<file path="src/rtl/fbio_pkg.sv">
// Function
// - Byte 11 code picks failsafe action: all low, all high, hold, per-channel.
// - Byte 12 bits 0..6 give substitute levels for channels 1..7.
// - Byte 12 bit 7 gives the substitute level for channel 8.
// - Byte 13 bits 0..7 give substitute levels for channels 9..16.
// - Records 0..3 exist; record 0 holds read-only order, serial, revisions.
// - Record 0 revision counter is two bytes and always reads zero.
// - Record 0 reports generic profile code and I/O module subtype.
// - Record 0 reports format version 1.2 and support mask for records 1..3.
// - Record 1 holds writable 32-byte function and 22-byte location tags, preset spaces.
// - Record 2 holds writable 16-byte date preset spaces, then 38 zero bytes.
// - Record 3 holds a writable 54-byte free text field preset spaces.
// - Sync copies received output data to outputs and holds until next sync.
// - Freeze captures inputs and reports the snapshot until next freeze.
// - Alarms enabled after reset; master may disable them by parameter.
// - Storing a diagnostic entry raises an incoming alarm.
// - Clearing a diagnostic entry raises an outgoing alarm.
// - System fault indicator lit while any diagnostic entry is stored.
// - Five diagnostic causes: overtemp, supply surge, supply overload, short, overload.
// - Watchdog starts on first output write; later writes restart it.
// - Master reads never restart the watchdog.
// - Watchdog expiry drives all outputs to the failsafe action picked by byte 11.
// - Watchdog expiry shows on the bus fault indicator.
// - Lost bus or no valid data forces outputs to the failsafe action picked by byte 11.
// - Output channels reflect their state in the input process data.
package fbio_pkg;
  localparam int         NCH          = 16;
  localparam logic [3:0] PRM_BEHAV    = 4'hB;
  localparam logic [3:0] PRM_SUBST_LO = 4'hC;
  localparam logic [3:0] PRM_SUBST_HI = 4'hD;
  localparam logic [3:0] PRM_MODES    = 4'hE;
  localparam int         MODE_SYNC    = 0;
  localparam int         MODE_FRZ     = 1;
  localparam int         MODE_ALMOFF  = 2;
  localparam int         MODE_WDEN    = 3;
  localparam logic [7:0] PRM_RST      = 8'h00;
  localparam logic [1:0] BEH_LOW      = 2'h0;
  localparam logic [1:0] BEH_HIGH     = 2'h1;
  localparam logic [1:0] BEH_HOLD     = 2'h2;
  localparam logic [1:0] BEH_SUBST    = 2'h3;
  localparam int         NDIAG        = 5;
  localparam int         DG_OVTEMP    = 0;
  localparam int         DG_SURGE     = 1;
  localparam int         DG_SUPOVL    = 2;
  localparam int         DG_SHORT     = 3;
  localparam int         DG_OUTOVL    = 4;
  localparam int         WD_DEF_CYC   = 250000;
  // Record layout: 64-byte slots, byte address = record*64 + byte index
  localparam int         REC_BYTES    = 64;
  localparam int         REC_AW       = 8;
  localparam int         R0_MAKER     = 0;
  localparam int         R0_ORDER     = 2;
  localparam int         R0_SERIAL    = 22;
  localparam int         R0_HWREV     = 38;
  localparam int         R0_FWREV     = 40;
  localparam int         R0_REVCNT    = 44;
  localparam int         R0_PROFILE   = 46;
  localparam int         R0_SUBTYPE   = 48;
  localparam int         R0_VERSION   = 50;
  localparam int         R0_SUPPORT   = 52;
  localparam int         R0_LEN       = 54;
  localparam int         R1_FUNC_LEN  = 32;
  localparam int         R1_LEN       = 54;
  localparam int         R2_DATE_LEN  = 16;
  localparam int         R2_LEN       = 54;
  localparam int         R3_LEN       = 54;
  localparam logic [7:0] CH_SPACE     = 8'h20;
  localparam logic [7:0] CH_ZERO      = 8'h00;
  localparam logic [15:0] REVCNT_VAL  = 16'h0000;
  localparam logic [15:0] PROFILE_VAL = 16'hF600;
  localparam logic [15:0] SUBTYPE_VAL = 16'h0003;
  localparam logic [15:0] VERSION_VAL = 16'h0102;
  localparam logic [15:0] SUPPORT_VAL = 16'h000E;

  typedef struct packed {
    logic       wr;
    logic       rd;
    logic [7:0] addr;
    logic [7:0] wdata;
  } fbio_rec_req_s;

  typedef struct packed {
    logic             wr;
    logic             rd;
    logic [NCH-1:0]   data;
  } fbio_pd_s;
endpackage

</file>
<file path="src/rtl/fbio_mem.sv">
`timescale 1ns/1ns
`default_nettype none
// Writable record bytes with registered read data
module fbio_mem import fbio_pkg::*; #(
  parameter int DEPTH = 4 * REC_BYTES,
  parameter int AW    = REC_AW
) (
  input  wire logic          mclk,
  input  wire logic          we,
  input  wire logic [AW-1:0] waddr,
  input  wire logic [7:0]    wdata,
  input  wire logic [AW-1:0] raddr,
  output logic      [7:0]    rdata
);
  logic [7:0] mem [DEPTH];

  always_ff @(posedge mclk) begin
    if (we) begin
      mem[waddr] <= wdata;
    end
    rdata <= mem[raddr];
  end
endmodule
`default_nettype wire

</file>
<file path="src/rtl/fbio_top.sv">
`timescale 1ns/1ns
`default_nettype none
module fbio_top import fbio_pkg::*; #(
  parameter int           WD_CYC     = WD_DEF_CYC,
  parameter logic [15:0]  MAKER_CODE = 16'h00A5, // Arbitrary value
  parameter logic [159:0] ORDER_CODE = {20{8'h30}},
  parameter logic [127:0] SERIAL_NO  = {16{8'h30}},
  parameter logic [15:0]  HW_REV     = 16'h0001,
  parameter logic [31:0]  FW_REV     = 32'h00000001
) (
  input  wire logic            mclk,
  input  wire logic            rst,
  // Parameter byte writes from the bus stack
  input  wire logic            prm_wr,
  input  wire logic [3:0]      prm_addr,
  input  wire logic [7:0]      prm_wdata,
  // Cyclic process data and commands
  input  wire fbio_pd_s        pd_out,
  input  wire logic            sync_cmd,
  input  wire logic            freeze_cmd,
  input  wire logic            bus_lost,
  // Channel pins and channel-direction mask (1 = output)
  input  wire logic [NCH-1:0]  pin_in,
  input  wire logic [NCH-1:0]  ch_is_out,
  output logic      [NCH-1:0]  pin_out,
  output logic      [NCH-1:0]  pd_in,
  // Diagnostic causes (pin level)
  input  wire logic [NDIAG-1:0] diag_raw,
  output logic      [NDIAG-1:0] diag_stored,
  output logic                 alarm_in,
  output logic                 alarm_out,
  output logic                 system_fault_indicator,
  output logic                 bus_fault_indicator,
  // Identification records
  input  wire fbio_rec_req_s   rec_req,
  output logic                 rec_ack,
  output logic      [7:0]      rec_rdata
);

  ////////////////////////////////////////////////////////////////////////////
  // Parameter bytes
  logic [1:0]     behav_q, behav_d;
  logic [NCH-1:0] subst_q, subst_d;
  logic [7:0]     modes_q, modes_d;

  always_comb begin
    behav_d = behav_q;
    subst_d = subst_q;
    modes_d = modes_q;
    if (prm_wr) begin
      if (prm_addr == PRM_BEHAV) begin
        behav_d = prm_wdata[1:0];
      end else if (prm_addr == PRM_SUBST_LO) begin
        subst_d[7:0] = prm_wdata;
      end else if (prm_addr == PRM_SUBST_HI) begin
        subst_d[15:8] = prm_wdata;
      end else if (prm_addr == PRM_MODES) begin
        modes_d = prm_wdata;
      end
    end
  end

  always_ff @(posedge mclk) begin
    if (rst) begin
      behav_q <= PRM_RST[1:0];
      subst_q <= {2{PRM_RST}};
      modes_q <= PRM_RST; // Alarm-off bit clear: alarms on after reset
    end else begin
      behav_q <= behav_d;
      subst_q <= subst_d;
      modes_q <= modes_d;
    end
  end

  ////////////////////////////////////////////////////////////////////////////
  // Pin input and diagnostic synchronisers (3 stages, 2nd and 3rd agree)
  localparam int SW = NCH + NDIAG;
  logic [SW-1:0] s1_q, s2_q, s3_q, sv_q, sv_d;

  always_comb begin
    for (int i = 0; i < SW; i++) begin
      sv_d[i] = (s2_q[i] == s3_q[i]) ? s3_q[i] : sv_q[i];
    end
  end

  always_ff @(posedge mclk) begin
    if (rst) begin
      s1_q <= '0;
      s2_q <= '0;
      s3_q <= '0;
      sv_q <= '0;
    end else begin
      s1_q <= {diag_raw, pin_in};
      s2_q <= s1_q;
      s3_q <= s2_q;
      sv_q <= sv_d;
    end
  end

  logic [NCH-1:0]   pin_s;
  logic [NDIAG-1:0] diag_s;
  assign pin_s  = sv_q[NCH-1:0];
  assign diag_s = sv_q[SW-1:NCH];

  ////////////////////////////////////////////////////////////////////////////
  // Output path, sync, watchdog
  typedef enum logic [1:0] {FBIO_WD_IDLE, FBIO_WD_RUN, FBIO_WD_EXP} fbio_wd_e;
  fbio_wd_e       wd_q, wd_d;
  logic [31:0]    wdc_q, wdc_d;
  logic [NCH-1:0] rx_q, rx_d, held_q, held_d, out_q, out_d;
  logic           valid_q, valid_d;
  logic           failsafe;

  always_comb begin
    wd_d    = wd_q;
    wdc_d   = wdc_q;
    valid_d = valid_q;
    rx_d    = rx_q;
    held_d  = held_q;
    if (pd_out.wr) begin
      rx_d    = pd_out.data;
      valid_d = 1'b1;
    end
    if (bus_lost) begin
      valid_d = 1'b0;
    end
    // Sync freezes the outputs; otherwise they follow each write
    if (modes_q[MODE_SYNC]) begin
      if (sync_cmd) begin
        held_d = rx_d;
      end
    end else begin
      held_d = rx_d;
    end
    case (wd_q)
      FBIO_WD_IDLE: begin
        if (modes_q[MODE_WDEN] && pd_out.wr) begin
          wd_d  = FBIO_WD_RUN;
          wdc_d = '0;
        end
      end
      FBIO_WD_RUN: begin
        if (!modes_q[MODE_WDEN]) begin
          wd_d = FBIO_WD_IDLE;
        end else if (pd_out.wr) begin
          wdc_d = '0;
        end else if (wdc_q >= 32'(WD_CYC - 1)) begin
          wd_d = FBIO_WD_EXP;
        end else begin
          wdc_d = wdc_q + 32'h1;
        end
      end
      FBIO_WD_EXP: begin
        // Stays expired until fresh data arrives or the watchdog enable bit is cleared
        if (!modes_q[MODE_WDEN]) begin
          wd_d = FBIO_WD_IDLE;
        end else if (pd_out.wr) begin
          wd_d  = FBIO_WD_RUN;
          wdc_d = '0;
        end
      end
      default: wd_d = FBIO_WD_IDLE;
    endcase
  end

  assign failsafe = (wd_q == FBIO_WD_EXP) || !valid_q || bus_lost;

  always_comb begin
    out_d = held_q;
    if (failsafe) begin
      case (behav_q)
        BEH_LOW:   out_d = '0;
        BEH_HIGH:  out_d = '1;
        BEH_HOLD:  out_d = out_q;
        BEH_SUBST: out_d = subst_q;
        default:   out_d = '0;
      endcase
    end
    out_d = out_d & ch_is_out;
  end

  always_ff @(posedge mclk) begin
    if (rst) begin
      wd_q    <= FBIO_WD_IDLE;
      wdc_q   <= '0;
      valid_q <= 1'b0;
      rx_q    <= '0;
      held_q  <= '0;
      out_q   <= '0;
    end else begin
      wd_q    <= wd_d;
      wdc_q   <= wdc_d;
      valid_q <= valid_d;
      rx_q    <= rx_d;
      held_q  <= held_d;
      out_q   <= out_d;
    end
  end

  assign pin_out             = out_q;
  assign bus_fault_indicator = (wd_q == FBIO_WD_EXP);

  ////////////////////////////////////////////////////////////////////////////
  // Input path and freeze
  logic [NCH-1:0] live_in, pdin_q, pdin_d;

  generate
    for (genvar c = 0; c < NCH; c++) begin : g_ch
      assign live_in[c] = ch_is_out[c] ? out_q[c] : pin_s[c];
    end
  endgenerate

  always_comb begin
    pdin_d = live_in;
    if (modes_q[MODE_FRZ]) begin
      pdin_d = freeze_cmd ? live_in : pdin_q;
    end
  end

  always_ff @(posedge mclk) begin
    if (rst) begin
      pdin_q <= '0;
    end else begin
      pdin_q <= pdin_d;
    end
  end

  assign pd_in = pdin_q;

  ////////////////////////////////////////////////////////////////////////////
  // Diagnostics and alarms
  logic [NDIAG-1:0] dg_q, dg_d;
  logic             ain_q, ain_d, aout_q, aout_d;

  always_comb begin
    dg_d   = diag_s;
    ain_d  = 1'b0;
    aout_d = 1'b0;
    if (!modes_q[MODE_ALMOFF]) begin
      ain_d  = |(dg_d & ~dg_q);
      aout_d = |(dg_q & ~dg_d);
    end
  end

  always_ff @(posedge mclk) begin
    if (rst) begin
      dg_q   <= '0;
      ain_q  <= 1'b0;
      aout_q <= 1'b0;
    end else begin
      dg_q   <= dg_d;
      ain_q  <= ain_d;
      aout_q <= aout_d;
    end
  end

  assign diag_stored            = dg_q;
  assign alarm_in               = ain_q;
  assign alarm_out              = aout_q;
  assign system_fault_indicator = |dg_q;

  ////////////////////////////////////////////////////////////////////////////
  // Identification records
  logic [1:0] rec_sel;
  logic [5:0] rec_idx;
  logic       rec_wr_ok;
  logic [7:0] rom_d, rom_q;
  logic       ack_q, ack_d;
  logic [1:0] rsel_q;
  logic       init_q, init_d;
  logic [REC_AW-1:0] ic_q, ic_d;
  logic [7:0] mem_rd, init_val, mwdata;
  logic [REC_AW-1:0] mwaddr;
  logic       mwe;

  assign rec_sel = rec_req.addr[7:6];
  assign rec_idx = rec_req.addr[5:0];

  // Record 0 is read-only; writable lengths bound records 1..3
  always_comb begin
    rec_wr_ok = 1'b0;
    if (rec_sel == 2'h1) begin
      rec_wr_ok = (int'(rec_idx) < R1_LEN);
    end else if (rec_sel == 2'h2) begin
      rec_wr_ok = (int'(rec_idx) < R2_LEN);
    end else if (rec_sel == 2'h3) begin
      rec_wr_ok = (int'(rec_idx) < R3_LEN);
    end
  end

  // Preset values by byte address, loaded once after reset
  always_comb begin
    init_val = CH_ZERO;
    if (ic_q[7:6] == 2'h1) begin
      init_val = (int'(ic_q[5:0]) < R1_LEN) ? CH_SPACE : CH_ZERO;
    end else if (ic_q[7:6] == 2'h2) begin
      init_val = (int'(ic_q[5:0]) < R2_DATE_LEN) ? CH_SPACE : CH_ZERO;
    end else if (ic_q[7:6] == 2'h3) begin
      init_val = (int'(ic_q[5:0]) < R3_LEN) ? CH_SPACE : CH_ZERO;
    end
  end

  always_comb begin
    init_d = init_q;
    ic_d   = ic_q;
    if (init_q) begin
      ic_d = ic_q + REC_AW'(1);
      if (ic_q == '1) begin
        init_d = 1'b0;
      end
    end
  end

  assign mwe    = init_q || (rec_req.wr && rec_wr_ok);
  assign mwaddr = init_q ? ic_q : rec_req.addr;
  assign mwdata = init_q ? init_val : rec_req.wdata;

  fbio_mem u_mem (
    .mclk  (mclk),
    .we    (mwe),
    .waddr (mwaddr),
    .wdata (mwdata),
    .raddr (rec_req.addr),
    .rdata (mem_rd)
  );

  // Record 0 fields, big-endian bytes
  always_comb begin
    int i;
    i     = int'(rec_idx);
    rom_d = CH_ZERO;
    if (i < R0_ORDER) begin
      rom_d = MAKER_CODE[8*(R0_ORDER-1-i) +: 8];
    end else if (i < R0_SERIAL) begin
      rom_d = ORDER_CODE[8*(R0_SERIAL-1-i) +: 8];
    end else if (i < R0_HWREV) begin
      rom_d = SERIAL_NO[8*(R0_HWREV-1-i) +: 8];
    end else if (i < R0_FWREV) begin
      rom_d = HW_REV[8*(R0_FWREV-1-i) +: 8];
    end else if (i < R0_REVCNT) begin
      rom_d = FW_REV[8*(R0_REVCNT-1-i) +: 8];
    end else if (i < R0_PROFILE) begin
      rom_d = REVCNT_VAL[8*(R0_PROFILE-1-i) +: 8];
    end else if (i < R0_SUBTYPE) begin
      rom_d = PROFILE_VAL[8*(R0_SUBTYPE-1-i) +: 8];
    end else if (i < R0_VERSION) begin
      rom_d = SUBTYPE_VAL[8*(R0_VERSION-1-i) +: 8];
    end else if (i < R0_SUPPORT) begin
      rom_d = VERSION_VAL[8*(R0_SUPPORT-1-i) +: 8];
    end else if (i < R0_LEN) begin
      rom_d = SUPPORT_VAL[8*(R0_LEN-1-i) +: 8];
    end
  end

  assign ack_d = (rec_req.rd || rec_req.wr) && !init_q;

  always_ff @(posedge mclk) begin
    if (rst) begin
      ack_q  <= 1'b0;
      rsel_q <= '0;
      rom_q  <= '0;
      init_q <= 1'b1;
      ic_q   <= '0;
    end else begin
      ack_q  <= ack_d;
      rsel_q <= rec_sel;
      rom_q  <= rom_d;
      init_q <= init_d;
      ic_q   <= ic_d;
    end
  end

  assign rec_ack   = ack_q;
  assign rec_rdata = (rsel_q == 2'h0) ? rom_q : mem_rd;
endmodule
`default_nettype wire

</file>
<file path="config.mk">
export PLATFORM = sky130hd
export DESIGN_NAME = fbio_top
export DESIGN_NICKNAME = d
export VERILOG_FILES = /design/src/rtl/fbio_pkg.sv /design/src/rtl/fbio_mem.sv /design/src/rtl/fbio_top.sv
export SDC_FILE = /design/constraint.sdc
export NUM_CORES = 2
export LEC_CHECK = 0
export BUFFER_PORTS_ARGS = -buffer_cell sky130_fd_sc_hd__buf_2
export CAP_MARGIN = 40
export CORE_MARGIN = 8
export CORE_UTILIZATION = 60
export DETAILED_ROUTE_END_ITERATION = 8
export PLACE_DENSITY_LB_ADDON = 0.12
export SYNTH_ARGS = -nofsm -noshare
export SYNTH_HDL_FRONTEND = slang
export SYNTH_SLANG_ARGS = --single-unit
</file>
<file path="constraint.sdc">
create_clock -name mclk -period 9.9 [get_ports mclk]
set_clock_uncertainty 0.1 [all_clocks]
set_input_delay 1.485 -clock mclk [delete_from_list [all_inputs] [get_ports mclk]]
set_output_delay 1.485 -clock mclk [all_outputs]
set_load 0.05 [all_outputs]
</file>
==> summary.md <==
| Metric | Value |
|---|---|
| Layout cells sized above 1 | `0.178` |
| Register area share after synthesis | `0.743` |
| Site Rows | `141` |
| Reg-to-reg critical path endpoint | `u_mem.mem[243][5]` |
| GRT met3 Usage | `0.0683` |
| Hold Crit Endpoint | `s2_q[2]` |
| Synthesized area | `0.0892 mm²` |
| Cts bufs inserted | `221` |
| CTS tree | `built` |
| CP Launch Type | `input pin` |
| Clock root cell | `clkbuf_16` |
| DR vias/cell | `6.71` |
| Layout net count | `5294` |
| CP Max Fanout | `70` |
| Worst-skew pair later-pin latency | `0.86 ns` |
| DRC violations left | `0` |
| Cell count after synthesis | `5013` |
| Number of max-cap violations | `0` |
| Clock Pin Slew Worst Setup and Hold Paths | `0.07 ns` |
| Max IR drop VDD | `0.183 mV` |
| Worst Path Buf+Inv | `2` |
| Final instance area | `0.0991 mm²` |
| CTS Sinks | `2288` |
| Layout Area Growth over Synthesis | `11.1%` |
| Final global-route overflow total | `0` |
| Cell taking the most area after synthesis | `edfxtp_1` |
| Dpl cell area | `0.0921 mm²` |
| Warnings, synthesis | `0` |
| Most common cell after layout, fill and taps aside | `edfxtp_1` |
| GRT Total Usage | `0.284` |
| Via count | `49100` |
| Fin. max-slew vios | `0` |
| Synth cell types | `77` |
| Max Clock Freq | `200 MHz` |
| PwrDens | `197 mW/mm²` |
| Setup TNS | `0 ns` |
| Initial antenna violation count | `11` |
| M1 GR Usage | `0.402` |
| Hold buffers post-CTS | `0` |
| WL/cell | `32.2 µm` |
| Die ar. | `0.161 mm²` |
| Slew headroom | `0.00866` |
| Hold depth | `1` |
| CP Cell Sequence | `buf_8, buf_4, mux4_2, mux2i_1, o22ai_1, a31oi_1, o31ai_1, a21oi_1, o221ai_1` |
| Post-synth EDFFs | `2048` |
| GPL Wtd Cong | `0.892` |
| Top delay family on crit path | `compound AO/OA/AOI/OAI gates` |
| Synth top area cells | `edfxtp_1, mux4_2, dfxtp_1` |
| Avg Inst Size Synth | `17.8 µm²` |
| Most Used Layer, Global Route | `met2` |
| Setup Buffers After CTS | `0` |
| Hold WC Path Type | `reg2reg` |
| Critical path's slowest cell | `buf_8` |
| Worst hold start | `s1_q[2]` |
| Result of the run | `complete, no violations` |
| Critical R2R Launch | `init_q` |
| Die Wd | `402 µm` |
| Largest net degree at the start of global routing | `226` |
| Met2 Track Usage GR | `0.432` |
| Yosys top cell area share | `0.689` |
| DR iter-0 viols | `6655` |
| Syn Nets | `5111` |
| Final period util | `0.505` |
| Clock Tree Buf Depth | `3` |
| Leak | `32.9 nW` |
| Crit path largest cell delay | `0.62 ns` |
| Most used DFF post-synth | `edfxtp_1` |
| Fillers | `9705` |
| Depth of the most critical reg-to-reg path | `6` |
| Cts repair resizes | `0` |
| Commonest cells after routing, fill and taps aside | `edfxtp_1, nor2_1, mux2i_1` |
| Reg area | `0.0663 mm²` |
| Unrepaired setup endpoints after global routing | `false` |
| Drt total wl | `235000 µm` |
| Initial core utilization | `0.604` |
| Detailed placement HPWL | `138000 µm` |
| Multi-input gate area | `0.0212 mm²` |
| Fin crit period | `5.00 ns` |
| Reg2reg setup slack | `5.96 ns` |
| Crit path kind | `in2reg` |
| FF+latch count, synth | `2288` |
| Vias in the first global route | `47700` |
| Final hold vios | `0` |
| Post-route ant nets | `0` |
| # setup viols final | `0` |
| Die height | `402 µm` |
| Ports | `141` |
| Port Buf Inserts | `139` |
| Core ar. | `0.148 mm²` |
| H-tree Lvls | `4` |
| Post-synth ARST share | `0` |
| Worst slew pin tran | `1.49 ns` |
| Crit. End Element | `register` |
| First-pass GRT wire length | `334000 µm` |
| CP Data Arrival Time | `5.62 ns` |
| Critical Path RT | `10.52 ns` |
| DRT Pass-1 Iters | `9` |
power breakdown:
part	internal [mW]	leakage, nW	switching [mW]
logic	0.323	8.56	0.606
clock network	4.64	3.43	3.56
registers	10.4	20.9	0.0174
total	15.4	32.9	4.18
worst reg2reg max path, stage by stage, from the launching register on:
cell and delay (ns):
dfxtp_2 0.47, buf_12 0.25, inv_1 0.22, o31ai_1 0.53
nand2_1 0.72, buf_4 0.56, nor2_1 0.72
cells by family after synthesis:
logic type / share of synthesized area
flip-flops: 0.743
XOR/XNOR: 0.00147
AND/OR/NAND/NOR: 0.0457
buffers and inverters: 0.0202
adder cells (fa/ha/maj): 0.000982
multiplexers: 0.135
AO/OA/AOI/OAI: 0.0538
flip-flops by register name, indices dropped and copies added, names as in the netlist, 2 cells and up:
| register | flops |
|---|---|
| rom_q | 8 |
| sv_q | 21 |
| subst_q | 16 |
| u_mem.mem | 2048 |
| rsel_q | 2 |
| wdc_q | 32 |
| rx_q | 16 |
| held_q | 16 |
| wd_q | 2 |
| ic_q | 8 |
| u_mem.rdata | 8 |
| modes_q | 4 |
| s2_q | 21 |
| s3_q | 21 |
| pd_in | 16 |
| behav_q | 2 |
| s1_q | 21 |
| pin_out | 16 |
| diag_stored | 5 |
layer usage:
layer	vias to the layer above	share of wire
met2	2869	0.46
met1	25200	0.38
li1	20500	-
met3	538	0.11
met5	-	0.00029
met4	8	0.044
metrics by stage:
step	total power [mW]	worst slack, ns	utilization	cells	hold slack [ns]
2_1_floorplan	11.2	0.724	-	5013	0.314
5_1_grt	20.0	4.84	0.671	7307	0.344
4_1_cts	19.6	4.94	0.671	7305	0.338
6_report	19.5	4.90	0.671	7308	0.336
3_3_place_gp	11.5	3.88	0.621	6870	0.317
3_5_place_dp	11.5	4.06	0.623	6901	0.323
worst max path at each step:
| stage | to | cells past startpoint | startpoint |
|---|---|---|---|
| 6_report | u_mem.rdata[2] | 9 | rec_req[8] |
| 3_5_place_dp | u_mem.rdata[2] | 9 | rec_req[8] |
| 3_3_place_gp | u_mem.mem[83][3] | 9 | rec_req[13] |
| 4_1_cts | u_mem.rdata[2] | 9 | rec_req[8] |
| 2_1_floorplan | u_mem.mem[0][0] | 1 | rec_req[0] |
| 5_1_grt | u_mem.rdata[2] | 9 | rec_req[8] |
synthesized netlist by cell type, types with 46 or more instances:
master / number
edfxtp_1: 2048
nor2_1: 437
mux2i_1: 411
mux4_2: 335
dfxtp_1: 240
o21ai_0: 158
clkbuf_1: 152
nand2_1: 144
a21oi_1: 127
a221oi_1: 113
nor2b_1: 90
nand3_1: 54
a211oi_1: 51
buf_2: 50
a22oi_1: 48
nor3_1: 46
final cells by class:
cell class	instances	area share
diodes	1	0.0000252
well taps	1930	0.0244
inverters	25	0.000997
repair buffers	268	0.0208
clock inverters	105	0.0106
flip-flops and latches	2288	0.669
multi-input cells	2392	0.214
clock buffers	299	0.0605
Note: power is estimated with default switching activity, not from simulation.
